**src/hdl/iocr_pkg.sv**
```systemverilog
// Purpose: constants and carrier types for the I/O configuration and readback bank
// Assumes: 16-bit register port, one clock at 10 MHz
// Notes: offsets are word indices on the plain register port
package iocr_pkg;
	localparam int unsigned DATA_W = 16;
	localparam int unsigned ADDR_W = 4;
	localparam int unsigned NPINS = 8;
	localparam int unsigned CODE_W = 12;
	// register offsets
	localparam logic [3:0] OFF_DRIVE_STYLE = 4'h0;
	localparam logic [3:0] OFF_TRISTATE = 4'h1;
	localparam logic [3:0] OFF_SOFT_RESET = 4'h2;
	localparam logic [3:0] OFF_DAC_WRITE = 4'h3;
	localparam logic [3:0] OFF_DAC_READBACK = 4'h4;
	localparam logic [3:0] OFF_ADC_WORD = 4'h5;
	localparam logic [3:0] OFF_TEMP_WORD = 4'h6;
	localparam logic [3:0] OFF_PIN_OUTPUT_CFG = 4'h7;
	localparam logic [3:0] OFF_CHANNEL_SELECT = 4'h8;
	// field values
	localparam logic [10:0] SOFT_RESET_KEY = 11'h5AC;
	localparam logic [0:0] DAC_READBACK_TAG = 1'h1;
	localparam logic [0:0] ADC_WORD_TAG = 1'h0;
	localparam logic [3:0] TEMP_TAG = 4'h8;
	localparam logic [7:0] PIN_RESET = 8'h00;
	localparam logic [11:0] CODE_RESET = 12'h000;
	localparam logic [15:0] UNMAPPED_READ = 16'h0000;

	typedef struct packed {
		logic [3:0] addr;
		logic [15:0] wdata;
		logic wr;
		logic rd;
	} iocr_bus_type;

	typedef struct packed {
		logic [7:0] drive_out;
		logic [7:0] drive_oe;
	} iocr_pins_type;
endpackage

```
**src/hdl/iocr_bank.sv**
```systemverilog
// Purpose: register bank for an eight-pin configurable I/O device
// Assumes: single clock ref_clk_i, synchronous active-high rst_i
// Notes: read data appear in the cycle after the read strobe only
// Summary of operation
// [RULE_01] drive style bits 7:0 pick open-drain (1) or push/pull (0); reset zero
// [RULE_02] drive style matters only on pins configured as digital outputs; here it still masks pin_out_o on every pin
// [RULE_03] tristate bits 7:0 float matching pin when set; reset zero
// [RULE_04] writing key 10110101100 into soft reset bits 10:0 resets whole device
// [RULE_05] DAC write stores 12-bit code into selected channel input register
// [RULE_06] DAC readback: bit15 one, channel in 14:12, code in 11:0
// [RULE_07] ADC word: bit15 zero, channel in 14:12, result in 11:0
// [RULE_08] temperature word: tag 0x8 in 15:12, result in 11:0
// [RULE_09] reserved register bits ignore writes and read zero
`timescale 1ns/1ps
`default_nettype none
module iocr_bank #(
	parameter int unsigned NPINS = 8
) (
	input wire logic ref_clk_i,
	input wire logic rst_i,
	input wire logic [3:0] addr_i,
	input wire logic [15:0] wdata_i,
	input wire logic wr_i,
	input wire logic rd_i,
	output logic [15:0] rdata_o,
	input wire logic [11:0] adc_result_i,
	input wire logic [2:0] adc_channel_i,
	input wire logic [11:0] temp_result_i,
	input wire logic [7:0] pin_level_i,
	output logic [7:0] pin_out_o,
	output logic [7:0] pin_oe_o,
	output logic soft_reset_o,
	output logic [2:0] dac_channel_o,
	output logic [11:0] dac_code_o,
	output logic dac_load_o
);
	typedef struct packed {
		logic [7:0] drive_style;
		logic [7:0] tristate;
		logic [7:0] output_cfg;
		logic [2:0] chan_sel;
		logic [7:0][11:0] dac_code;
		logic [15:0] rdata;
		logic soft_reset;
		logic dac_load;
		logic [11:0] dac_last;
		logic [7:0] pin_out;
		logic [7:0] pin_oe;
	} iocr_state_type;

	iocr_state_type state;
	iocr_state_type next_state;
	iocr_pkg::iocr_bus_type bus;
	iocr_pkg::iocr_pins_type pins;

	// pack the plain register port for decoding
	assign bus = '{addr: addr_i, wdata: wdata_i, wr: wr_i, rd: rd_i};

	// place a channel and 12-bit code under a tag bit
	function automatic logic [15:0] iocr_word(input logic tag, input logic [2:0] ch,
		input logic [11:0] code);
		iocr_word = {tag, ch, code};
	endfunction

	// open-drain only pulls low; push/pull drives both levels
	function automatic iocr_pkg::iocr_pins_type iocr_drive(input logic [7:0] lvl,
		input logic [7:0] od, input logic [7:0] is_out, input logic [7:0] ts);
		iocr_drive.drive_out = lvl & ~od;
		iocr_drive.drive_oe = is_out & ~ts & (~od | ~lvl); // [RULE_01] [RULE_02] [RULE_03]
	endfunction

	// next-state logic: register writes, read mux, pin drive
	always_comb begin
		next_state = state;
		next_state.soft_reset = 1'b0;
		next_state.dac_load = 1'b0;
		next_state.rdata = iocr_pkg::UNMAPPED_READ;
		if (bus.wr) begin
			unique case (bus.addr)
				iocr_pkg::OFF_DRIVE_STYLE: begin
					next_state.drive_style = bus.wdata[7:0]; // [RULE_01] [RULE_09]
				end
				iocr_pkg::OFF_TRISTATE: begin
					next_state.tristate = bus.wdata[7:0]; // [RULE_03] [RULE_09]
				end
				iocr_pkg::OFF_SOFT_RESET: begin
					// only the exact key triggers; anything else is dropped
					next_state.soft_reset = (bus.wdata[10:0] == iocr_pkg::SOFT_RESET_KEY); // [RULE_04]
				end
				iocr_pkg::OFF_DAC_WRITE: begin
					next_state.dac_code[state.chan_sel] = bus.wdata[11:0]; // [RULE_05]
					next_state.dac_last = bus.wdata[11:0];
					next_state.dac_load = 1'b1;
				end
				iocr_pkg::OFF_PIN_OUTPUT_CFG: begin
					next_state.output_cfg = bus.wdata[7:0]; // [RULE_02]
				end
				iocr_pkg::OFF_CHANNEL_SELECT: begin
					next_state.chan_sel = bus.wdata[2:0];
				end
				default: begin
				end
			endcase
		end
		if (bus.rd) begin
			unique case (bus.addr)
				iocr_pkg::OFF_DRIVE_STYLE: next_state.rdata = {8'h00, state.drive_style}; // [RULE_09]
				iocr_pkg::OFF_TRISTATE: next_state.rdata = {8'h00, state.tristate}; // [RULE_09]
				iocr_pkg::OFF_DAC_WRITE: next_state.rdata = {4'h0, state.dac_last}; // [RULE_09]
				iocr_pkg::OFF_DAC_READBACK: next_state.rdata =
					iocr_word(iocr_pkg::DAC_READBACK_TAG, state.chan_sel,
					state.dac_code[state.chan_sel]); // [RULE_06]
				iocr_pkg::OFF_ADC_WORD: next_state.rdata =
					iocr_word(iocr_pkg::ADC_WORD_TAG, adc_channel_i, adc_result_i); // [RULE_07]
				iocr_pkg::OFF_TEMP_WORD: next_state.rdata =
					{iocr_pkg::TEMP_TAG, temp_result_i}; // [RULE_08]
				iocr_pkg::OFF_PIN_OUTPUT_CFG: next_state.rdata = {8'h00, state.output_cfg};
				iocr_pkg::OFF_CHANNEL_SELECT: next_state.rdata = {13'h0000, state.chan_sel};
				default: next_state.rdata = iocr_pkg::UNMAPPED_READ;
			endcase
		end
		pins = iocr_drive(pin_level_i, state.drive_style, state.output_cfg, state.tristate);
		next_state.pin_out = pins.drive_out;
		next_state.pin_oe = pins.drive_oe;
	end

	// a keyed reset clears the whole bank one cycle after the write, like rst_i
	always_ff @(posedge ref_clk_i) begin
		if (rst_i || state.soft_reset) begin // [RULE_04]
			// the request bit clears too, so the keyed reset cannot latch itself on
			state <= '0;
		end else begin
			state <= next_state;
		end
	end

	assign rdata_o = state.rdata;
	assign pin_out_o = state.pin_out;
	assign pin_oe_o = state.pin_oe;
	assign soft_reset_o = state.soft_reset;
	assign dac_channel_o = state.chan_sel;
	assign dac_code_o = state.dac_last;
	assign dac_load_o = state.dac_load;

	// checks
	logic past_valid;
	always_ff @(posedge ref_clk_i) begin
		past_valid <= !rst_i;
	end

	key_reset_fires_a: assert property (@(posedge ref_clk_i) disable iff (rst_i)
		wr_i && addr_i == iocr_pkg::OFF_SOFT_RESET && wdata_i[10:0] == 11'h5AC
		|=> soft_reset_o ##1 (pin_oe_o == 8'h00 && dac_code_o == 12'h000))
		else $error("key write did not reset the bank"); // [RULE_04]
	wrong_key_ignored_a: assert property (@(posedge ref_clk_i) disable iff (rst_i)
		wr_i && addr_i == iocr_pkg::OFF_SOFT_RESET && wdata_i[10:0] != 11'h5AC
		|=> !soft_reset_o)
		else $error("wrong key caused reset"); // [RULE_04]
	drive_style_read_a: assert property (@(posedge ref_clk_i) disable iff (rst_i)
		wr_i && addr_i == iocr_pkg::OFF_DRIVE_STYLE ##1 rd_i && addr_i == iocr_pkg::OFF_DRIVE_STYLE
		&& !soft_reset_o |=> rdata_o == {8'h00, $past(wdata_i[7:0], 2)})
		else $error("drive style readback wrong"); // [RULE_01] [RULE_09]
	tristate_read_a: assert property (@(posedge ref_clk_i) disable iff (rst_i)
		rd_i && addr_i == iocr_pkg::OFF_TRISTATE |=> rdata_o[15:8] == 8'h00)
		else $error("tristate reserved bits nonzero"); // [RULE_03] [RULE_09]
	tristate_floats_a: assert property (@(posedge ref_clk_i) disable iff (rst_i || !past_valid)
		(state.tristate & pin_oe_o) == 8'h00 || $changed(state.tristate))
		else $error("tristated pin driven"); // [RULE_03]
	output_only_a: assert property (@(posedge ref_clk_i) disable iff (rst_i)
		$stable(state.output_cfg) |-> (pin_oe_o & ~state.output_cfg) == 8'h00)
		else $error("non-output pin driven"); // [RULE_02]
	dac_readback_a: assert property (@(posedge ref_clk_i) disable iff (rst_i)
		rd_i && addr_i == iocr_pkg::OFF_DAC_READBACK |=> rdata_o[15] == 1'b1
		&& rdata_o[14:12] == $past(state.chan_sel))
		else $error("dac readback format wrong"); // [RULE_06]
	dac_write_read_a: assert property (@(posedge ref_clk_i) disable iff (rst_i)
		wr_i && addr_i == iocr_pkg::OFF_DAC_WRITE ##1 rd_i && addr_i == iocr_pkg::OFF_DAC_READBACK
		|=> rdata_o[11:0] == $past(wdata_i[11:0], 2))
		else $error("dac code not stored"); // [RULE_05]
	adc_word_a: assert property (@(posedge ref_clk_i) disable iff (rst_i)
		rd_i && addr_i == iocr_pkg::OFF_ADC_WORD |=> rdata_o == {1'b0, $past(adc_channel_i),
		$past(adc_result_i)})
		else $error("adc word format wrong"); // [RULE_07]
	temp_word_a: assert property (@(posedge ref_clk_i) disable iff (rst_i)
		rd_i && addr_i == iocr_pkg::OFF_TEMP_WORD |=> rdata_o == {4'h8, $past(temp_result_i)})
		else $error("temperature word format wrong"); // [RULE_08]
	read_one_cycle_a: assert property (@(posedge ref_clk_i) disable iff (rst_i)
		!rd_i |=> rdata_o == 16'h0000)
		else $error("read data held too long");

	// the keyed reset request lasts one cycle only, else the bank would stay cleared
	soft_reset_pulse_a: assert property (@(posedge ref_clk_i) disable iff (rst_i)
		soft_reset_o |=> !soft_reset_o)
		else $error("soft reset request stuck high"); // [RULE_04]

	// every configuration register is back at zero after the keyed reset
	soft_reset_clears_a: assert property (@(posedge ref_clk_i) disable iff (rst_i)
		soft_reset_o |=> state.drive_style == 8'h00 && state.tristate == 8'h00
		&& state.output_cfg == 8'h00 && state.chan_sel == 3'h0)
		else $error("keyed reset left a register set"); // [RULE_04]

	// plain reset: read data, pin enables, reset request and load pulse read zero in the cycle after it is seen
	reset_outputs_zero_a: assert property (@(posedge ref_clk_i)
		$past(rst_i) |-> rdata_o == 16'h0000 && pin_oe_o == 8'h00
		&& soft_reset_o == 1'b0 && dac_load_o == 1'b0)
		else $error("outputs not cleared by reset"); // [RULE_01]

	// drive style write lands on the next edge, upper bits dropped
	drive_style_write_a: assert property (@(posedge ref_clk_i) disable iff (rst_i)
		wr_i && addr_i == iocr_pkg::OFF_DRIVE_STYLE && !soft_reset_o
		|=> state.drive_style == $past(wdata_i[7:0]))
		else $error("drive style write lost"); // [RULE_01]

	// tristate write lands on the next edge, upper bits dropped
	tristate_write_a: assert property (@(posedge ref_clk_i) disable iff (rst_i)
		wr_i && addr_i == iocr_pkg::OFF_TRISTATE && !soft_reset_o
		|=> state.tristate == $past(wdata_i[7:0]))
		else $error("tristate write lost"); // [RULE_03]

	// output configuration write lands on the next edge
	output_cfg_write_a: assert property (@(posedge ref_clk_i) disable iff (rst_i)
		wr_i && addr_i == iocr_pkg::OFF_PIN_OUTPUT_CFG && !soft_reset_o
		|=> state.output_cfg == $past(wdata_i[7:0]))
		else $error("output config write lost"); // [RULE_02]

	// channel select feeds the dac channel output directly
	chan_follows_a: assert property (@(posedge ref_clk_i) disable iff (rst_i)
		wr_i && addr_i == iocr_pkg::OFF_CHANNEL_SELECT && !soft_reset_o
		|=> dac_channel_o == $past(wdata_i[2:0]))
		else $error("channel select not applied"); // [RULE_05]

	// a dac write stores the code in the selected channel only
	dac_store_a: assert property (@(posedge ref_clk_i) disable iff (rst_i)
		wr_i && addr_i == iocr_pkg::OFF_DAC_WRITE && !soft_reset_o
		|=> state.dac_code[$past(state.chan_sel)] == $past(wdata_i[11:0]))
		else $error("dac code not in selected channel"); // [RULE_05]

	// the load pulse carries the code that was just written
	dac_load_pulse_a: assert property (@(posedge ref_clk_i) disable iff (rst_i)
		wr_i && addr_i == iocr_pkg::OFF_DAC_WRITE && !soft_reset_o
		|=> dac_load_o && dac_code_o == $past(wdata_i[11:0]))
		else $error("dac load pulse missing"); // [RULE_05]

	// no load pulse without a dac write one cycle earlier
	dac_load_only_write_a: assert property (@(posedge ref_clk_i) disable iff (rst_i)
		!(wr_i && addr_i == iocr_pkg::OFF_DAC_WRITE) |=> !dac_load_o)
		else $error("spurious dac load pulse"); // [RULE_05]

	// reserved code bits of the dac write register read as zero
	dac_reserved_a: assert property (@(posedge ref_clk_i) disable iff (rst_i)
		rd_i && addr_i == iocr_pkg::OFF_DAC_WRITE |=> rdata_o[15:12] == 4'h0)
		else $error("dac write reserved bits nonzero"); // [RULE_05] [RULE_09]

	// output configuration upper byte is reserved
	output_cfg_read_a: assert property (@(posedge ref_clk_i) disable iff (rst_i)
		rd_i && addr_i == iocr_pkg::OFF_PIN_OUTPUT_CFG |=> rdata_o[15:8] == 8'h00)
		else $error("output config reserved bits nonzero"); // [RULE_09]

	// only three channel bits exist
	chan_read_a: assert property (@(posedge ref_clk_i) disable iff (rst_i)
		rd_i && addr_i == iocr_pkg::OFF_CHANNEL_SELECT |=> rdata_o[15:3] == 13'h0000)
		else $error("channel select reserved bits nonzero"); // [RULE_09]

	// the key register is a trigger, so reading it gives nothing back
	soft_key_reads_zero_a: assert property (@(posedge ref_clk_i) disable iff (rst_i)
		rd_i && addr_i == iocr_pkg::OFF_SOFT_RESET |=> rdata_o == 16'h0000)
		else $error("soft reset register reads nonzero"); // [RULE_09]

	// indices above the last register are holes in the map
	unmapped_read_a: assert property (@(posedge ref_clk_i) disable iff (rst_i)
		rd_i && addr_i > iocr_pkg::OFF_CHANNEL_SELECT |=> rdata_o == 16'h0000)
		else $error("unmapped read nonzero"); // [RULE_09]

	// pin value follows the wanted level, gated off where open drain is chosen
	pin_out_level_a: assert property (@(posedge ref_clk_i) disable iff (rst_i || !past_valid)
		!soft_reset_o |=> pin_out_o == ($past(pin_level_i) & ~$past(state.drive_style)))
		else $error("pin output level wrong"); // [RULE_01]

	// an open-drain pin may pull low but never drive high
	open_drain_high_a: assert property (@(posedge ref_clk_i) disable iff (rst_i || !past_valid)
		(pin_oe_o & pin_out_o & $past(state.drive_style)) == 8'h00)
		else $error("open-drain pin driven high"); // [RULE_01]

	soft_reset_cov: cover property (@(posedge ref_clk_i) disable iff (rst_i) soft_reset_o);
	open_drain_cov: cover property (@(posedge ref_clk_i) disable iff (rst_i)
		|(state.drive_style & state.output_cfg & ~pin_oe_o));
	dac_cycle_cov: cover property (@(posedge ref_clk_i) disable iff (rst_i)
		dac_load_o ##[1:5] (rd_i && addr_i == iocr_pkg::OFF_DAC_READBACK));
	// a tristated output pin, the case where the float must win
	tristate_cov: cover property (@(posedge ref_clk_i) disable iff (rst_i)
		|(state.tristate & state.output_cfg));
	// a wrong key that must be dropped
	wrong_key_cov: cover property (@(posedge ref_clk_i) disable iff (rst_i)
		wr_i && addr_i == iocr_pkg::OFF_SOFT_RESET && wdata_i[10:0] != 11'h5AC);
endmodule
`default_nettype wire

```
**config.mk**
```make
export PLATFORM = sky130hd
export DESIGN_NAME = iocr_bank
export DESIGN_NICKNAME = d
export VERILOG_FILES = /design/src/hdl/iocr_pkg.sv /design/src/hdl/iocr_bank.sv
export SDC_FILE = /design/constraint.sdc
export NUM_CORES = 1
export LEC_CHECK = 0
export BUFFER_PORTS_ARGS = -buffer_cell sky130_fd_sc_hd__buf_2
export CAP_MARGIN = 25
export CORE_UTILIZATION = 40
export CTS_BUF_LIST = sky130_fd_sc_hd__clkbuf_8
export CTS_CLUSTER_DIAMETER = 40
export DETAILED_ROUTE_END_ITERATION = 7
export GPL_TIMING_DRIVEN = 0
export SETUP_SLACK_MARGIN = 0.3
export SLEW_MARGIN = 20
export SYNTH_ARGS = -nofsm -noshare
export SYNTH_HDL_FRONTEND = slang
export SYNTH_SLANG_ARGS = --single-unit
```
**constraint.sdc**
```tcl
create_clock -name ref_clk_i -period 3.1 [get_ports ref_clk_i]
set_input_delay 0.93 -clock ref_clk_i [delete_from_list [all_inputs] [get_ports ref_clk_i]]
set_output_delay 0.93 -clock ref_clk_i [all_outputs]
set_load 0.01 [all_outputs]
```
==> flow_summary.json <==
{
  "antenna_left": 0,
  "fp.coreArea_sq_mm": 0.01790,
  "synthCells": 774,
  "cts_tree": "yes",
  "wl_per_cell_um": 20.73,
  "crit_buf_inv": 2,
  "cp-end-kind": "flop",
  "synth_flop_cell": "dfxtp_1",
  "layout.nets": 947,
  "drtIter0Drc": 648,
  "diodes": 0,
  "grt_pass1_vias": 6028,
  "io_buffers": 95,
  "slowest_delay_ns": 0.77,
  "crit_fanout": 10,
  "max-vdd-ir-drop_mv": 0.3318,
  "clock_latency_ns": 0.46,
  "slowest_stage": "nor3b_2",
  "post-route-min-period_ns": 2.624,
  "synthSimpleGateAreaFrac": 0.1575,
  "viasPerCell": 5.631,
  "drive_gt1_frac": 0.2356,
  "relSlewSlack": 0.3425,
  "drcViolationCount": 0,
  "hold_start": "state[150]",
  "postSynthAreaPerCell_sq_um": 9.434,
  "io_pins": 108,
  "grt_pass1_wl_um": 35890,
  "synth_top_family_by_area": "multiplexers",
  "post-route-util": 0.4742,
  "cts_buffers": 17,
  "reg2reg_from": "dac_channel_o[1]",
  "clk_path_buf_depth": 2,
  "die-area_sq_mm": 0.01880,
  "num_rows": 49,
  "yosys_warnings": 0,
  "worst_pin_slew_ns": 0.9788,
  "clk_pin_slew_ns": 0.08,
  "cts_sinks": 169,
  "die_w_um": 137.1,
  "maxCapViolations": 0,
  "async_reset_ff_frac": 0,
  "finalSetupTns_ns": 0,
  "synth_cell_types": 41,
  "holdBufCountCts": 0,
  "wirelength_um": 23410,
  "total_power_uw": 4167,
  "post_cts_resized": 0,
  "worstPathArrival_ns": 2.92,
  "synth_compound_area_frac": 0.1217,
  "synthToLayoutAreaGrowth_pct": 16.26,
  "antenna_found_initial": 0,
  "synthMuxAreaShare": 0.1655,
  "die_h_um": 137.1,
  "slew_violations": 0,
  "grt.total_usage": 0.2616,
  "synthesis.nets": 833,
  "rsz0062_at_grt": "false",
  "start_util": 0.4079,
  "worstPathRequired_ns": 3.39,
  "vias": 6357,
  "synth_top_area_share": 0.4633,
  "p_leak_uw": 0.003501,
  "outcome": "complete, no violations",
  "setup_ws_ns": 0.4755,
  "yosysTopAreaCell": "dfxtp_1",
  "crit_chain": "clkbuf_1 > buf_2 > nor3b_2 > a221oi_1 > o32ai_1",
  "grt_max_degree": 17,
  "path_delay_family": "simple AND/OR/NAND/NOR gates",
  "start_kind": "primary input",
  "gp_congestion": 0.8740,
  "power_density_mw_per_mm2": 490.9,
  "fmax_mhz": 381.0,
  "yosysSeqAreaShare": 0.4633,
  "hpwl_um": 16950,
  "htreeDepth": 4,
  "root_buffer": "clkbuf_8",
  "synth_area_sq_mm": 0.007302,
  "setup_viol": 0,
  "setup.worst_path.start": "addr_i[1]",
  "yosys-top-cells-area": "dfxtp_1, mux2i_1, nand3_1, buf_4, o21ai_1",
  "finalCritPeriodShare": 0.8466,
  "synth-xor-area-share": 0,
  "synth_seq_cells": 169,
  "post_dp_cell_area_sq_mm": 0.008069,
  "grt_overflow": 0,
  "hold_viol": 0,
  "cts_setup_buffers": 0,
  "synth_edf_count": 0,
  "fin_skew_ns": 0.01446,
  "post-place-ws_ns": 0.1006,
  "final_cell_area_sq_mm": 0.008489,
  "path_class": "primary input to flop",
  "synth_fa_ha_area_frac": 0,
  "first_pass_iters": 5,
  "hp-class": "flop to flop"
}
[power by group]
part	internal, uW	switching (uW)
clock	857	824
combinational	97.4	195
sequential	2190	9.00
[metrics by stage]
stage / hold slack, ns / instances
after floorplan: 0.4248 / 774
after global placement: 0.4420 / 1098
after detailed placement: 0.4430 / 1098
after CTS: 0.4541 / 1129
after global routing: 0.4825 / 1129
final: 0.4564 / 1129
[area by class of cell]
type,instances,area (sq um)
well taps,229,286.5
inverters,10,37.54
fillers,1783,9413
clock buffers,20,275.3
flip-flops and latches,169,3383
plain buffers,111,634.4
clock inverters,11,145.1
multi-input cells,484,3252
repair buffers,95,475.5
[flip-flops by register name, indices dropped and copies added, names as in the netlist]
register and flops:
pin_out_o 8, state 120, rdata_o 16, dac_load_o 1, pin_oe_o 8, soft_reset_o 1
dac_channel_o 3, dac_code_o 12
[Yosys cell counts (all sizes together), types with 11 or more instances]
master	n
a21oi	23
buf	73
clkbuf	38
dfxtp	169
mux2i	87
mux4	15
nand2	48
nand3	81
nor2	60
nor3b	11
o21ai	72
o22ai	16
[per-layer routing]
metal,up-vias,global-route usage,part of all wire
met4,0,0.07204,0.016
met2,307,0.3953,0.44
met3,23,0.05519,0.090
met5,-,0,0
met1,3067,0.3736,0.45
li1,2960,-,-
[worst reg2reg max path: cells and delay by family, from the launching register on]
kind                   cells  cell delay (ns)
muxes                      2             0.67
AOI/OAI and AO/OA          1             0.12
DFF                        1             0.46
buffers and inverters      2             1.08
[logic make-up (layout without fill, tap and decap cells)]
family                 after synthesis  in the layout
AO/OA/AOI/OAI                      146            146
buffers and inverters              121            247
flip-flops                         169            169
multiplexers                       102            102
AND/OR/NAND/NOR                    236            236
[cells in the final DEF, fill, tap and decap left out, types with 6 or more instances in the layout]
| cell type | count |
|---|---|
| dfxtp_1 | 169 |
| buf_2 | 110 |
| mux2i_1 | 87 |
| nand3_1 | 81 |
| o21ai_1 | 72 |
| nor2_1 | 60 |
| buf_4 | 51 |
| nand2_1 | 48 |
| clkbuf_1 | 38 |
| a21oi_1 | 23 |
| clkbuf_8 | 20 |
| o22ai_1 | 16 |
| mux4_2 | 15 |
| nor3b_1 | 9 |
| inv_1 | 9 |
| a2111oi_0 | 8 |
| nand4_1 | 7 |
| nor2b_1 | 7 |
| nand4b_1 | 6 |
| buf_1 | 6 |
[final timing paths]
kind,end,slack [ns],cells after the start
worst min register to register,pin_oe_o[5],0.46,2
worst min-delay path,pin_oe_o[5],0.46,2
worst max-delay path,rdata_o[4],0.48,5
worst max register to register,rdata_o[8],0.62,5
No activity file was read; power rests on OpenSTA's default activity.
